File: src/include/arpt_pkg.sv
`default_nettype none
// ==========================================================
// register map, field layout and encodings of the timer
// ==========================================================
package arpt_pkg;
  // register indices; byte address is four times the index
  localparam logic [9:0] IDX_TCS = 10'h00D; // timer_control_status
  localparam logic [9:0] IDX_CVH = 10'h00E; // count_value_high
  localparam logic [9:0] IDX_CVL = 10'h00F; // count_value_low
  localparam logic [9:0] IDX_RVH = 10'h010; // reload_value_high
  localparam logic [9:0] IDX_RVL = 10'h011; // reload_value_low
  localparam logic [9:0] IDX_OEC = 10'h012; // output_enable_control
  localparam logic [9:0] IDX_OCS = 10'h013; // output_control_status
  localparam logic [9:0] IDX_DCH = 10'h017; // duty_compare_high
  localparam logic [9:0] IDX_DCL = 10'h018; // duty_compare_low
  localparam logic [9:0] IDX_IST = 10'h020; // interrupt status, write one to clear
  localparam logic [9:0] IDX_IMK = 10'h021; // interrupt mask
  // timer_control_status fields
  localparam int TCS_CK_LSB = 3;
  localparam int TCS_WRAP = 2;
  localparam int TCS_WRAP_IE = 1;
  localparam int TCS_MATCH_IE = 0;
  // output_control_status fields
  localparam int OCS_INVERT = 1;
  localparam int OCS_MATCH = 0;
  // output_enable_control field
  localparam int OEC_DRIVE = 0;
  // interrupt status and mask layout
  localparam int IRQ_MATCH = 0;
  localparam int IRQ_WRAP = 1;
  // reset values
  localparam logic [7:0] RST_BYTE = 8'h00;
  localparam logic [11:0] RST_WORD = 12'h000;
  localparam logic [1:0] RST_IRQ = 2'h0;
  // counter limit before a reload
  localparam logic [11:0] COUNT_MAX = 12'hFFF;
  // axi responses
  localparam logic [1:0] RESP_OKAY = 2'h0;
  localparam logic [1:0] RESP_SLVERR = 2'h2;
  // counter clock selection
  typedef enum logic [1:0] {
    CK_OFF = 2'h0,
    CK_MS = 2'h1,
    CK_CPU = 2'h2,
    CK_RSVD = 2'h3
  } arpt_clk_sel_t;
endpackage : arpt_pkg
`default_nettype wire

File: src/rtl/arpt_top.sv
// Function
// count steps once per selected counter tick
// count resets to zero, read only
// software reads count as two bytes
// overflow reloads count from reload value
// reload value split into high, low bytes
// software writes duty high byte first
// drive enable picks waveform or compare use
// invert bit one of output status
// match flag set on equality, read clears
// drive enable bit routes waveform to pin
// software writes zeros to reserved bits
// reset clears all timer registers
// wrap reloads, refreshes shadow, raises output
// high duty write locks comparison until low
// wrap flag on top to reload, read clears
// two bit counter clock selection field
//
// Our own choice: the AXI4-Lite slave port.
`timescale 1ns/1ps
`default_nettype none
// ==========================================================
// autoreload timer with axi4-lite register access
// ==========================================================
module arpt_top (
  // clock, reset, enable
  input wire logic ref_clk_in,
  input wire logic nrst_in,
  input wire logic ce_in,
  // axi write address
  input wire logic [11:0] s_axi_awaddr_in,
  input wire logic s_axi_awvalid_in,
  output logic s_axi_awready_out,
  // axi write data
  input wire logic [31:0] s_axi_wdata_in,
  input wire logic [3:0] s_axi_wstrb_in,
  input wire logic s_axi_wvalid_in,
  output logic s_axi_wready_out,
  // axi write response
  output logic [1:0] s_axi_bresp_out,
  output logic s_axi_bvalid_out,
  input wire logic s_axi_bready_in,
  // axi read address
  input wire logic [11:0] s_axi_araddr_in,
  input wire logic s_axi_arvalid_in,
  output logic s_axi_arready_out,
  // axi read data
  output logic [31:0] s_axi_rdata_out,
  output logic [1:0] s_axi_rresp_out,
  output logic s_axi_rvalid_out,
  input wire logic s_axi_rready_in,
  // millisecond timebase from outside
  input wire logic ms_tick_in,
  // waveform pin
  output logic modulated_output_out,
  output logic modulated_output_oe_out,
  // interrupt
  output logic irq_out
);
  // ==========================================================
  // register storage
  // ==========================================================
  logic [1:0] clk_sel; // counter clock selection
  logic wrap_ie; // wrap event enable
  logic match_ie; // match event enable
  logic wrap_flag; // sticky, cleared by reading its register
  logic match_flag; // sticky, cleared by reading its register
  logic [11:0] reload_value; // reload value
  logic [11:0] duty_value; // duty_compare_value as written
  logic dc_lock; // comparison held off between byte writes
  logic output_drive_enable; // routes the waveform to the pin
  logic output_invert; // polarity of the waveform
  logic [1:0] irq_status; // sticky event bits
  logic [1:0] irq_mask; // per event mask

  // ==========================================================
  // bus channel state
  // ==========================================================
  logic aw_full; // write address held
  logic [9:0] aw_idx; // held write index
  logic w_full; // write data held
  logic [7:0] w_byte; // held low data byte
  logic w_lane; // held strobe of byte lane zero

  // ==========================================================
  // counter clock and core
  // ==========================================================
  wire ms_pulse; // one cycle per timebase rising edge
  wire [11:0] count_value; // live count
  wire wrap_evt; // overflow event
  wire match_evt; // equality event
  wire pwm_raw; // waveform before polarity

  // the timebase comes from another domain, so it is resynchronised
  arpt_sync u_sync (
    .clk_in(ref_clk_in),
    .nrst_in(nrst_in),
    .ce_in(ce_in),
    .level_in(ms_tick_in),
    .pulse_out(ms_pulse)
  );

  // off and the reserved code both stop the counter
  wire sel_ms = (clk_sel == arpt_pkg::CK_MS);
  wire sel_cpu = (clk_sel == arpt_pkg::CK_CPU);
  wire tick = (sel_ms & ms_pulse) | sel_cpu;

  arpt_core u_core (
    .clk_in(ref_clk_in),
    .nrst_in(nrst_in),
    .ce_in(ce_in),
    .tick_in(tick),
    .reload_in(reload_value),
    .duty_in(duty_value),
    .lock_in(dc_lock),
    .drive_in(output_drive_enable),
    .count_out(count_value),
    .wrap_out(wrap_evt),
    .match_out(match_evt),
    .pwm_out(pwm_raw)
  );

  // ==========================================================
  // write channel
  // ==========================================================
  wire aw_hs = s_axi_awvalid_in & s_axi_awready_out; // address taken
  wire w_hs = s_axi_wvalid_in & s_axi_wready_out; // data taken
  wire b_hs = s_axi_bvalid_out & s_axi_bready_in; // response taken
  wire wr_go = aw_full & w_full & ~s_axi_bvalid_out; // perform write
  wire wr_en = wr_go & w_lane; // only byte lane zero carries data

  // write index decode
  wire wr_tcs = wr_en & (aw_idx == arpt_pkg::IDX_TCS);
  wire wr_rvh = wr_en & (aw_idx == arpt_pkg::IDX_RVH);
  wire wr_rvl = wr_en & (aw_idx == arpt_pkg::IDX_RVL);
  wire wr_oec = wr_en & (aw_idx == arpt_pkg::IDX_OEC);
  wire wr_ocs = wr_en & (aw_idx == arpt_pkg::IDX_OCS);
  wire wr_dch = wr_en & (aw_idx == arpt_pkg::IDX_DCH);
  wire wr_dcl = wr_en & (aw_idx == arpt_pkg::IDX_DCL);
  wire wr_ist = wr_en & (aw_idx == arpt_pkg::IDX_IST);
  wire wr_imk = wr_en & (aw_idx == arpt_pkg::IDX_IMK);
  // read-only and writable indices answer okay, the rest slverr
  wire wr_known = (aw_idx == arpt_pkg::IDX_CVH) | (aw_idx == arpt_pkg::IDX_CVL)
                | (aw_idx == arpt_pkg::IDX_TCS) | (aw_idx == arpt_pkg::IDX_RVH)
                | (aw_idx == arpt_pkg::IDX_RVL) | (aw_idx == arpt_pkg::IDX_OEC)
                | (aw_idx == arpt_pkg::IDX_OCS) | (aw_idx == arpt_pkg::IDX_DCH)
                | (aw_idx == arpt_pkg::IDX_DCL) | (aw_idx == arpt_pkg::IDX_IST)
                | (aw_idx == arpt_pkg::IDX_IMK);

  // address side: hold until the response is accepted
  always_ff @(posedge ref_clk_in or negedge nrst_in) begin
    if (!nrst_in) begin
      s_axi_awready_out <= 1'b1;
      aw_full <= 1'b0;
      aw_idx <= 10'h000;
    end else if (ce_in) begin
      if (aw_hs) begin
        s_axi_awready_out <= 1'b0;
        aw_full <= 1'b1;
        aw_idx <= s_axi_awaddr_in[11:2];
      end else if (wr_go) begin
        aw_full <= 1'b0;
      end else if (b_hs) begin
        s_axi_awready_out <= 1'b1;
      end
    end
  end

  // data side: only the low byte matters, the registers are eight bits
  always_ff @(posedge ref_clk_in or negedge nrst_in) begin
    if (!nrst_in) begin
      s_axi_wready_out <= 1'b1;
      w_full <= 1'b0;
      w_byte <= arpt_pkg::RST_BYTE;
      w_lane <= 1'b0;
    end else if (ce_in) begin
      if (w_hs) begin
        s_axi_wready_out <= 1'b0;
        w_full <= 1'b1;
        w_byte <= s_axi_wdata_in[7:0];
        w_lane <= s_axi_wstrb_in[0];
      end else if (wr_go) begin
        w_full <= 1'b0;
      end else if (b_hs) begin
        s_axi_wready_out <= 1'b1;
      end
    end
  end

  // response once both halves are in
  always_ff @(posedge ref_clk_in or negedge nrst_in) begin
    if (!nrst_in) begin
      s_axi_bvalid_out <= 1'b0;
      s_axi_bresp_out <= arpt_pkg::RESP_OKAY;
    end else if (ce_in) begin
      if (wr_go) begin
        s_axi_bvalid_out <= 1'b1;
        s_axi_bresp_out <= wr_known ? arpt_pkg::RESP_OKAY : arpt_pkg::RESP_SLVERR;
      end else if (b_hs) begin
        s_axi_bvalid_out <= 1'b0;
      end
    end
  end

  // ==========================================================
  // read channel
  // ==========================================================
  wire ar_hs = s_axi_arvalid_in & s_axi_arready_out; // read taken
  wire r_hs = s_axi_rvalid_out & s_axi_rready_in; // data taken
  wire [9:0] rd_idx = s_axi_araddr_in[11:2]; // read index
  wire rd_clr_tcs = ar_hs & (rd_idx == arpt_pkg::IDX_TCS); // clears wrap flag
  wire rd_clr_ocs = ar_hs & (rd_idx == arpt_pkg::IDX_OCS); // clears match flag

  // read data images; reserved bits are zero
  wire [7:0] img_tcs = {3'h0, clk_sel, wrap_flag, wrap_ie, match_ie};
  wire [7:0] img_cvh = {4'h0, count_value[11:8]};
  wire [7:0] img_cvl = count_value[7:0];
  wire [7:0] img_rvh = {4'h0, reload_value[11:8]};
  wire [7:0] img_rvl = reload_value[7:0];
  wire [7:0] img_oec = {7'h00, output_drive_enable};
  wire [7:0] img_ocs = {6'h00, output_invert, match_flag};
  wire [7:0] img_dch = {4'h0, duty_value[11:8]};
  wire [7:0] img_dcl = duty_value[7:0];
  wire [7:0] img_ist = {6'h00, irq_status};
  wire [7:0] img_imk = {6'h00, irq_mask};
  // selection of the addressed image
  wire rd_known = (rd_idx == arpt_pkg::IDX_TCS) | (rd_idx == arpt_pkg::IDX_CVH)
                | (rd_idx == arpt_pkg::IDX_CVL) | (rd_idx == arpt_pkg::IDX_RVH)
                | (rd_idx == arpt_pkg::IDX_RVL) | (rd_idx == arpt_pkg::IDX_OEC)
                | (rd_idx == arpt_pkg::IDX_OCS) | (rd_idx == arpt_pkg::IDX_DCH)
                | (rd_idx == arpt_pkg::IDX_DCL) | (rd_idx == arpt_pkg::IDX_IST)
                | (rd_idx == arpt_pkg::IDX_IMK);
  wire [7:0] rd_byte =
      (rd_idx == arpt_pkg::IDX_TCS) ? img_tcs :
      (rd_idx == arpt_pkg::IDX_CVH) ? img_cvh :
      (rd_idx == arpt_pkg::IDX_CVL) ? img_cvl :
      (rd_idx == arpt_pkg::IDX_RVH) ? img_rvh :
      (rd_idx == arpt_pkg::IDX_RVL) ? img_rvl :
      (rd_idx == arpt_pkg::IDX_OEC) ? img_oec :
      (rd_idx == arpt_pkg::IDX_OCS) ? img_ocs :
      (rd_idx == arpt_pkg::IDX_DCH) ? img_dch :
      (rd_idx == arpt_pkg::IDX_DCL) ? img_dcl :
      (rd_idx == arpt_pkg::IDX_IST) ? img_ist :
      (rd_idx == arpt_pkg::IDX_IMK) ? img_imk : arpt_pkg::RST_BYTE;

  // data is captured when the address is taken, so a read sees the flag
  // as it stood before its own clearing
  always_ff @(posedge ref_clk_in or negedge nrst_in) begin
    if (!nrst_in) begin
      s_axi_arready_out <= 1'b1;
      s_axi_rvalid_out <= 1'b0;
      s_axi_rdata_out <= 32'h0000_0000;
      s_axi_rresp_out <= arpt_pkg::RESP_OKAY;
    end else if (ce_in) begin
      if (ar_hs) begin
        s_axi_arready_out <= 1'b0;
        s_axi_rvalid_out <= 1'b1;
        s_axi_rdata_out <= {24'h000000, rd_byte};
        s_axi_rresp_out <= rd_known ? arpt_pkg::RESP_OKAY : arpt_pkg::RESP_SLVERR;
      end else if (r_hs) begin
        s_axi_arready_out <= 1'b1;
        s_axi_rvalid_out <= 1'b0;
      end
    end
  end

  // ==========================================================
  // control registers
  // ==========================================================
  // clock selection and event enables; wrap flag is not writable
  always_ff @(posedge ref_clk_in or negedge nrst_in) begin
    if (!nrst_in) begin
      clk_sel <= arpt_pkg::CK_OFF;
      wrap_ie <= 1'b0;
      match_ie <= 1'b0;
    end else if (ce_in && wr_tcs) begin
      clk_sel <= w_byte[arpt_pkg::TCS_CK_LSB +: 2];
      wrap_ie <= w_byte[arpt_pkg::TCS_WRAP_IE];
      match_ie <= w_byte[arpt_pkg::TCS_MATCH_IE];
    end
  end

  // reload bytes; upper nibble of the high byte is dropped
  always_ff @(posedge ref_clk_in or negedge nrst_in) begin
    if (!nrst_in) begin
      reload_value <= arpt_pkg::RST_WORD;
    end else if (ce_in) begin
      if (wr_rvh) begin
        reload_value[11:8] <= w_byte[3:0];
      end
      if (wr_rvl) begin
        reload_value[7:0] <= w_byte;
      end
    end
  end

  // duty bytes reach compare mode at once, drive mode at the next wrap; a high write locks the compare
  // until the low write, so compare mode never matches a half-written value
  always_ff @(posedge ref_clk_in or negedge nrst_in) begin
    if (!nrst_in) begin
      duty_value <= arpt_pkg::RST_WORD;
      dc_lock <= 1'b0;
    end else if (ce_in) begin
      if (wr_dch) begin
        duty_value[11:8] <= w_byte[3:0];
        dc_lock <= 1'b1;
      end
      if (wr_dcl) begin
        duty_value[7:0] <= w_byte;
        dc_lock <= 1'b0;
      end
    end
  end

  // output enable and polarity
  always_ff @(posedge ref_clk_in or negedge nrst_in) begin
    if (!nrst_in) begin
      output_drive_enable <= 1'b0;
      output_invert <= 1'b0;
    end else if (ce_in) begin
      if (wr_oec) begin
        output_drive_enable <= w_byte[arpt_pkg::OEC_DRIVE];
      end
      if (wr_ocs) begin
        output_invert <= w_byte[arpt_pkg::OCS_INVERT];
      end
    end
  end

  // ==========================================================
  // flags and interrupt
  // ==========================================================
  // read clears, but an event in the same cycle keeps the flag set
  always_ff @(posedge ref_clk_in or negedge nrst_in) begin
    if (!nrst_in) begin
      wrap_flag <= 1'b0;
      match_flag <= 1'b0;
    end else if (ce_in) begin
      wrap_flag <= wrap_evt | (wrap_flag & ~rd_clr_tcs);
      match_flag <= match_evt | (match_flag & ~rd_clr_ocs);
    end
  end

  // sticky status with write one to clear; set wins the tie
  wire [1:0] evt_vec = {wrap_evt, match_evt};
  wire [1:0] ist_clr = wr_ist ? w_byte[1:0] : 2'h0;
  wire [1:0] ev_en = {wrap_ie, match_ie}; // per event enable in control
  always_ff @(posedge ref_clk_in or negedge nrst_in) begin
    if (!nrst_in) begin
      irq_status <= arpt_pkg::RST_IRQ;
      irq_mask <= arpt_pkg::RST_IRQ;
    end else if (ce_in) begin
      irq_status <= evt_vec | (irq_status & ~ist_clr);
      if (wr_imk) begin
        irq_mask <= w_byte[1:0];
      end
    end
  end

  // ==========================================================
  // registered outputs
  // ==========================================================
  // pin released when drive is off; one cycle behind the core
  always_ff @(posedge ref_clk_in or negedge nrst_in) begin
    if (!nrst_in) begin
      modulated_output_out <= 1'b0;
      modulated_output_oe_out <= 1'b0;
      irq_out <= 1'b0;
    end else if (ce_in) begin
      modulated_output_out <= output_drive_enable & (pwm_raw ^ output_invert);
      modulated_output_oe_out <= output_drive_enable;
      irq_out <= |(irq_status & irq_mask & ev_en);
    end
  end
endmodule : arpt_top
`default_nettype wire

File: src/rtl/arpt_sync.sv
`timescale 1ns/1ps
`default_nettype none
// ==========================================================
// two-stage synchroniser with rising edge pulse
// ==========================================================
module arpt_sync (
  // clock, reset, enable
  input wire logic clk_in,
  input wire logic nrst_in,
  input wire logic ce_in,
  // asynchronous level and its edge
  input wire logic level_in,
  output logic pulse_out
);
  logic meta; // first stage, read only by the second
  logic stable; // second stage
  logic prev; // delayed copy for edge detection

  // shift chain; the edge detector looks only past the first stage
  always_ff @(posedge clk_in or negedge nrst_in) begin
    if (!nrst_in) begin
      meta <= 1'b0;
      stable <= 1'b0;
      prev <= 1'b0;
    end else if (ce_in) begin
      meta <= level_in;
      stable <= meta;
      prev <= stable;
    end
  end

  assign pulse_out = ce_in & stable & ~prev;
endmodule : arpt_sync
`default_nettype wire

File: src/rtl/arpt_core.sv
`timescale 1ns/1ps
`default_nettype none
// ==========================================================
// counter, reload, shadow duty and waveform generation
// ==========================================================
module arpt_core (
  // clock, reset, enable
  input wire logic clk_in,
  input wire logic nrst_in,
  input wire logic ce_in,
  // counter clock tick
  input wire logic tick_in,
  // configuration
  input wire logic [11:0] reload_in,
  input wire logic [11:0] duty_in,
  input wire logic lock_in,
  input wire logic drive_in,
  // state and events
  output logic [11:0] count_out,
  output logic wrap_out,
  output logic match_out,
  output logic pwm_out
);
  logic [11:0] count; // free running count value
  logic [11:0] shadow; // active duty copy, refreshed at wrap
  logic pwm; // raw waveform before polarity

  // reload at the top instead of rolling to zero
  wire at_top = (count == arpt_pkg::COUNT_MAX);
  wire [11:0] next_count = at_top ? reload_in : count + 12'h001;
  // shadow takes the duty value even while locked
  wire [11:0] next_shadow = at_top ? duty_in : shadow;
  // drive mode compares the shadow, compare mode the written value
  wire [11:0] target = drive_in ? next_shadow : duty_in;
  wire wrap = ce_in & tick_in & at_top;
  // zero is the reset value, so compare mode ignores it
  wire nonzero = (duty_in != arpt_pkg::RST_WORD);
  wire hit = ce_in & tick_in & ~lock_in & (next_count == target)
             & (drive_in | nonzero);

  // count advances one step per tick
  always_ff @(posedge clk_in or negedge nrst_in) begin
    if (!nrst_in) begin
      count <= arpt_pkg::RST_WORD;
      shadow <= arpt_pkg::RST_WORD;
    end else if (ce_in && tick_in) begin
      count <= next_count;
      shadow <= next_shadow;
    end
  end

  // high at wrap, low at match; match wins so equal values give a flat line
  always_ff @(posedge clk_in or negedge nrst_in) begin
    if (!nrst_in) begin
      pwm <= 1'b0;
    end else if (hit && drive_in) begin
      pwm <= 1'b0;
    end else if (wrap) begin
      pwm <= 1'b1;
    end
  end

  assign count_out = count;
  assign wrap_out = wrap;
  assign match_out = hit;
  assign pwm_out = pwm;
endmodule : arpt_core
`default_nettype wire

File: config.mk
export PLATFORM = sky130hd
export DESIGN_NAME = arpt_top
export DESIGN_NICKNAME = d
export VERILOG_FILES = /design/src/include/arpt_pkg.sv /design/src/rtl/arpt_top.sv /design/src/rtl/arpt_sync.sv /design/src/rtl/arpt_core.sv
export SDC_FILE = /design/constraint.sdc
export NUM_CORES = 1
export LEC_CHECK = 0
export ABC_AREA = 1
export BUFFER_PORTS_ARGS = -buffer_cell sky130_fd_sc_hd__buf_2
export CAP_MARGIN = 10
export CORE_MARGIN = 1
export CORE_UTILIZATION = 48
export DETAILED_ROUTE_END_ITERATION = 6
export GPL_TIMING_DRIVEN = 1
export PLACE_DENSITY = 0.71
export SLEW_MARGIN = 20
export SYNTH_ARGS = -nofsm -noshare
export SYNTH_HDL_FRONTEND = slang
export SYNTH_SLANG_ARGS = --single-unit
File: constraint.sdc
create_clock -name ref_clk_in -period 2.1 [get_ports ref_clk_in]
set_input_delay 0.315 -clock ref_clk_in [delete_from_list [all_inputs] [get_ports ref_clk_in]]
set_output_delay 0.315 -clock ref_clk_in [all_outputs]
set_load 0.01 [all_outputs]
==> impl_metrics.tcl, run 1 <==
set metrics [dict create \
    status "finished, violations left" \
    failed_checks "setup timing" \
    reg2reg_depth 15 \
    r2r_slack_ns -0.01 \
    syn_inst 831 \
    cts-buffers-inserted 9 \
    fin_setup_tns_ns -0.0141 \
    rsz0062_at_grt "true" \
    dp_hpwl_um 11400 \
    fin_ws_ns -0.0141 \
    gp_congestion 0.915 \
    timing_worst_setup_path_type "reg2reg" \
    yosysSeqAreaShare_pct 43.8 \
    vdd_drop_max_v 0.000590 \
    period_share_pct 101 \
    track_usage_pct 24.6 \
    num_antenna_cells 0 \
    fin_nets 982 \
    end_kind "flip-flop" \
    ctsRootBufferMaster "clkbuf_16" \
    fin_crit_ns 2.11 \
    ys_ff_latch 104 \
    num_rows 40 \
    fin_skew_ns 0.0124 \
    regArea_um2 2610 \
    r2r-start "u_core.count_out[1]" \
    hold_violations 0 \
    synthFlopType "dfrtp_1" \
    grt_pass1_vias 4848 \
    routed_via_density 4.98 \
    final_cell_mix "nand2_1, inv_1, dfrtp_1" \
    slew_violations 0 \
    dp_worst_setup_slack_ns 0.0519 \
    num_io_pins 113 \
    hp-class "in2reg" \
    multi_input_comb_area_um2 2780 \
    first_iter_violations 373 \
    startpoint_type "flip-flop" \
    cts.clk_slew.worst_paths_ns 0.07 \
    fp.dieW_um 113 \
    clk_latency_ns 0.36 \
    htreeDepth 3 \
    cts_tree "done" \
    portBuffers 55 \
    drv_cap 0 \
    wl_um 14700 \
    grt_antenna_before_repair 0 \
    grt_max_degree 45 \
    core_um2 12100 \
    rr_endpoint "u_core.pwm_out" \
    final_common_cell "nand2_1" \
    synth_area_um2 5940 \
    whs_ns 0.149 \
    fillers 1158 \
    crit_arrival_ns 2.37 \
    power_density_nw_per_um2 800 \
    numPlacedInstances 1064 \
    hold_path_startpoint "s_axi_awaddr_in[8]" \
    drive_gt1_share_pct 15.9 \
    grt_pass1_wl_um 24200 \
    yosys_warnings 0 \
    drc 0 \
    power_mw 5.51 \
    hold_path_end "aw_idx[6]" \
    post_drt_wl_per_cell_um 13.6 \
    setup_viol 1 \
    first_pass_iters 5 \
    area_growth_pct 16.0 \
    instances_no_fill 1085 \
    synth_cell_type_count 41 \
    vias 5401 \
    p_leak_nw 3.49 \
    drt.antenna.violating_nets 0 \
    cts_sinks 104 \
    required_ns 2.36 \
    grt_overflow 0 \
    initial_core_util_pct 49.3 \
    clockBufferDepth 2 \
    fmaxAchievable_mhz 473 \
    synth_area_per_cell_um2 7.15 \
    maxSlewHeadroom_pct 59.4 \
    worst_pin_slew_ns 0.603 \
    dieArea_um2 12800 \
    async_flop_share_pct 100 \
    die_y_um 113 \
    critPathMaxFanout 18 \
    holdPathStages 3 \
    synth_edf_count 0 \
]
==> layout make-up <==
cell class	count	area share [%]
flip-flops and latches	104	37.8
clock buffers	11	3.52
clock inverters	5	0.562
multi-input cells	594	40.2
inverters	110	5.99
well taps	168	3.05
repair buffers	93	8.85
==> report_power, final <==
group	total (mW)	internal (mW)	switching, mW
clock	1.62	0.850	0.772
combinational	1.31	0.452	0.857
sequential	2.58	2.37	0.212
total	5.51	3.67	1.84
==> layer usage <==
metal	wire length (um)	GRT usage [%]	share of wire, %	up-vias
met5	0	0	0	-
met4	375	8.60	2.5	0
met3	730	5.14	5.0	27
met2	6610	38.9	45	148
met1	7010	33.7	48	2452
li1	-	-	-	2774
==> metrics by stage <==
| step | util [%] | instance area [um^2] |
|---|---|---|
| after floorplan | - | 6040 |
| after global placement | 53.9 | 6500 |
| after detailed placement | 53.9 | 6500 |
| after CTS | 56.3 | 6800 |
| after global routing | 57.2 | 6900 |
| final | 57.2 | 6900 |
==> timing repair <==
item	4_1_cts	5_1_grt
setup endpoints to repair	0	13
hold buffers	1	0
resized for setup	0	23
endpoints found under the hold margin	15	0
setup buffers	0	4
==> critical path, cell delays in order, from the launching register on <==
cell      delay, ns
dfrtp_1        0.36
ha_2           0.20
nand2_2        0.07
nor2_4         0.22
nand4_4        0.17
buf_12         0.19
nand3b_1       0.12
nand2_1        0.07
nand2_1        0.07
nand2_1        0.05
nor2_1         0.09
nand2_1        0.07
nor2_2         0.14
nand3_1        0.08
nand2_1        0.07
inv_1          0.04
==> worst max path at each step <==
stage                              startpoint  depth (start not counted)  slack [ns]              to
after floorplan           u_core.count_out[0]                         15        0.14  u_core.pwm_out
final                     u_core.count_out[1]                         15       -0.01  u_core.pwm_out
after detailed placement  u_core.count_out[0]                         17        0.05  u_core.pwm_out
after CTS                 u_core.count_out[0]                         17        0.04  u_core.pwm_out
after global placement    u_core.count_out[0]                         17        0.08  u_core.pwm_out
after global routing      u_core.count_out[1]                         14       -0.16  u_core.pwm_out
==> flip-flops by register name (all words and copies together) (netlist names), 2 cells and up <==
| signal | cells |
|---|---|
| w_byte | 8 |
| s_axi_rdata_out | 8 |
| u_core.count_out | 12 |
| aw_idx | 10 |
| reload_value | 12 |
| duty_value | 12 |
| clk_sel | 2 |
| u_core.shadow | 12 |
| irq_status | 2 |
| irq_mask | 2 |
==> synth_stat cells, types with 2 or more instances <==
master | instances | area share (%)
nand2_1 | 261 | 16
inv_1 | 110 | 6.9
dfrtp_1 | 101 | 43
o21ai_0 | 89 | 7.5
nand3_1 | 63 | 5.3
nor2_1 | 58 | 3.7
buf_4 | 28 | 3.5
a21oi_1 | 22 | 1.9
nand4_1 | 16 | 1.7
clkbuf_1 | 11 | 0.69
nor3_1 | 10 | 0.84
buf_2 | 5 | 0.42
nand3b_1 | 5 | 0.63
nor4_1 | 5 | 0.53
nor2_2 | 4 | 0.42
nor2_4 | 4 | 0.76
o22ai_1 | 4 | 0.42
dfstp_2 | 3 | 1.3
nand2_2 | 3 | 0.32
o211ai_1 | 3 | 0.38
a21boi_0 | 2 | 0.25
buf_1 | 2 | 0.13
buf_6 | 2 | 0.38
o21a_1 | 2 | 0.25
or2_1 | 2 | 0.21
==> cell families (layout without fill, tap and decap cells) <==
| group | Yosys count | after routing | synth area share, % |
|---|---|---|---|
| mux | 1 | 1 | 0.189 |
| buf+inv | 158 | 219 | 12.1 |
| other cells | 1 | 26 | 0.0631 |
| flops | 104 | 104 | 43.8 |
| fa+ha+maj | 1 | 1 | 0.210 |
| xor+xnor | 1 | 1 | 0.147 |
| compound gates | 128 | 128 | 11.5 |
| simple gates | 437 | 437 | 32.0 |
Power figures use the tool's default switching activity.
==> run 2, diff against run 1 <==
--- a/config.mk
+++ b/config.mk
@@ -12,8 +12,9 @@
 export CORE_UTILIZATION = 48
 export DETAILED_ROUTE_END_ITERATION = 6
 export GPL_TIMING_DRIVEN = 1
-export PLACE_DENSITY = 0.71
+export PLACE_DENSITY = 0.84
 export SLEW_MARGIN = 20
 export SYNTH_ARGS = -nofsm -noshare
 export SYNTH_HDL_FRONTEND = slang
 export SYNTH_SLANG_ARGS = --single-unit
+export TNS_END_PERCENT = 20
==> run 2 against run 1 <==
The flow still finishes with violations (setup timing). Critical path depth up 2. First-iteration DRC count grew 42%. Total power rose by 3.9%. Final cell count about the same. Clock power grew 14%. Register-to-register slack is essentially flat. Die area unchanged. Largest power group unchanged.
==> impl_metrics.tcl, run 2 (same netlist as run 1, synthesis figures left out) <==
set metrics [dict create \
    vdd_drop_max_v 0.000778 \
    use_met2_pct 38.2 \
    grt_pass1_wl_um 24500 \
    drc 0 \
    track_usage_pct 24.3 \
    num_rows 40 \
    crit_arrival_ns 2.35 \
    timing_worst_setup_path_type "reg2reg" \
    hold_violations 0 \
    cpPeakStageDelay_ns 0.36 \
    status "finished, violations left" \
    drt.antenna.violating_nets 0 \
    met1_usage_pct 33.5 \
    grt_antenna_before_repair 0 \
    first_iter_violations 531 \
    final_cell_mix "nand2_1, inv_1, dfrtp_1" \
    gp_congestion 0.938 \
    power_density_nw_per_um2 831 \
    multi_input_comb_area_um2 2750 \
    wl_um 14800 \
    vias 5592 \
    fin_nets 981 \
    final_util_pct 57.1 \
    required_ns 2.35 \
    num_antenna_cells 0 \
    portBuffers 55 \
    use_met3_pct 4.34 \
    cts_tree "done" \
    fillers 1125 \
    fmaxAchievable_mhz 476 \
    final_common_cell "nand2_1" \
    worstPathCellList "ha_2 > nand2_2 > nor2_4 > buf_6 > nand3_4 > inv_2 > nand3_1 > nand2_1 > inv_1 > nand2_1 > nand2_1 > nor2_1 > nand2_1 > nor2_2 > nand3_1 > nand2_1 > inv_1" \
    routed_via_density 5.16 \
    busiest_layer "met2" \
    core_um2 12100 \
    cts.clk_slew.worst_paths_ns 0.07 \
    dpl-instance-area_um2 6510 \
    area_growth_pct 16.0 \
    grt_max_degree 41 \
    regArea_um2 2610 \
    cts_sinks 104 \
    p_leak_nw 3.48 \
    critPathMaxFanout 5 \
    fin_crit_ns 2.10 \
    die_y_um 113 \
    grt_pass1_vias 5041 \
    startpoint_type "flip-flop" \
    fp.dieW_um 113 \
    dieArea_um2 12800 \
    end_kind "flip-flop" \
    cts-buffers-inserted 9 \
    first_pass_iters 5 \
    rsz0062_at_grt "true" \
    cpMostUsedCell "nand2_1" \
    clk_latency_ns 0.35 \
    grt_overflow 0 \
    hp-class "in2reg" \
    worst_path_max_delay_cell "dfrtp_1" \
    setup_viol 1 \
    failed_checks "setup timing" \
    ctsRootBufferMaster "clkbuf_16" \
    num_io_pins 113 \
    fin_skew_ns 0.0101 \
    fin_ws_ns -0.00110 \
    initial_core_util_pct 49.3 \
    dp_hpwl_um 11100 \
    htreeDepth 3 \
    drv_cap 0 \
    post_drt_wl_per_cell_um 13.7 \
    clockBufferDepth 2 \
    period_share_pct 100 \
    drive_gt1_share_pct 14.8 \
    slew_violations 0 \
    fin_area_um2 6890 \
]
run 2: path summary, 6_finish.rpt:
check | from | end | slack [ns] | depth (start not counted)
min in group asynchronous | nrst_in | u_core.count_out[6] | 0.43 | 2
setup reg to reg | u_core.count_out[1] | u_core.pwm_out | -0.001 | 17
hold reg to reg | wrap_flag | wrap_flag | 0.47 | 2
max in group asynchronous | nrst_in | s_axi_arready_out | 1.07 | 3
hold / removal | s_axi_awaddr_in[11] | aw_idx[9] | 0.16 | 3
setup / recovery | u_core.count_out[1] | u_core.pwm_out | -0.001 | 17
run 2: area by class of cell:
| type | instances | share of cell area [%] |
|---|---|---|
| Multi-Input combinational cell | 594 | 39.8 |
| Sequential cell | 104 | 37.8 |
| Timing Repair Buffer | 92 | 8.57 |
| Inverter | 110 | 5.99 |
| Clock buffer | 10 | 3.32 |
| Tap cell | 168 | 3.05 |
| Clock inverter | 6 | 1.43 |
run 2: repair_timing:
item,in CTS,in global routing
setup buffers,0,1
endpoints found under the hold margin,26,0
hold buffers,1,0
gates resized for setup,0,13
setup endpoints to repair,0,11
run 2: through the flow:
step                      cells  power, mW  hold slack, ns  TNS (ns)  setup WS (ns)
final                      1084       5.73           0.157  -0.00110       -0.00110
after detailed placement   1066       3.90           0.268         0         0.0257
after CTS                  1083       5.74           0.152         0        0.00506
after global placement     1066       3.86           0.264         0         0.0718
after global routing       1084       6.03           0.162    -0.702         -0.256
after floorplan             856       3.46          0.0194         0          0.139
run 2: per-layer routing:
layer	part of all wire, %	vias up
met5	0	-
met4	3.2	0
met3	7.5	35
met2	45	228
met1	44	2559
li1	-	2770
run 2: power breakdown:
part           switching [mW]  total, mW  internal, mW
Combinational           0.847       1.30         0.450
Sequential              0.224       2.60          2.37
Clock                   0.773       1.84          1.07
Total                    1.84       5.73          3.89
run 2: critical path, delay by kind of cell, from the launching register on:
| family | cells | cell delay (ns) |
|---|---|---|
| simple gates | 12 | 1.13 |
| flops | 1 | 0.36 |
| buf+inv | 4 | 0.31 |
| fa+ha+maj | 1 | 0.19 |
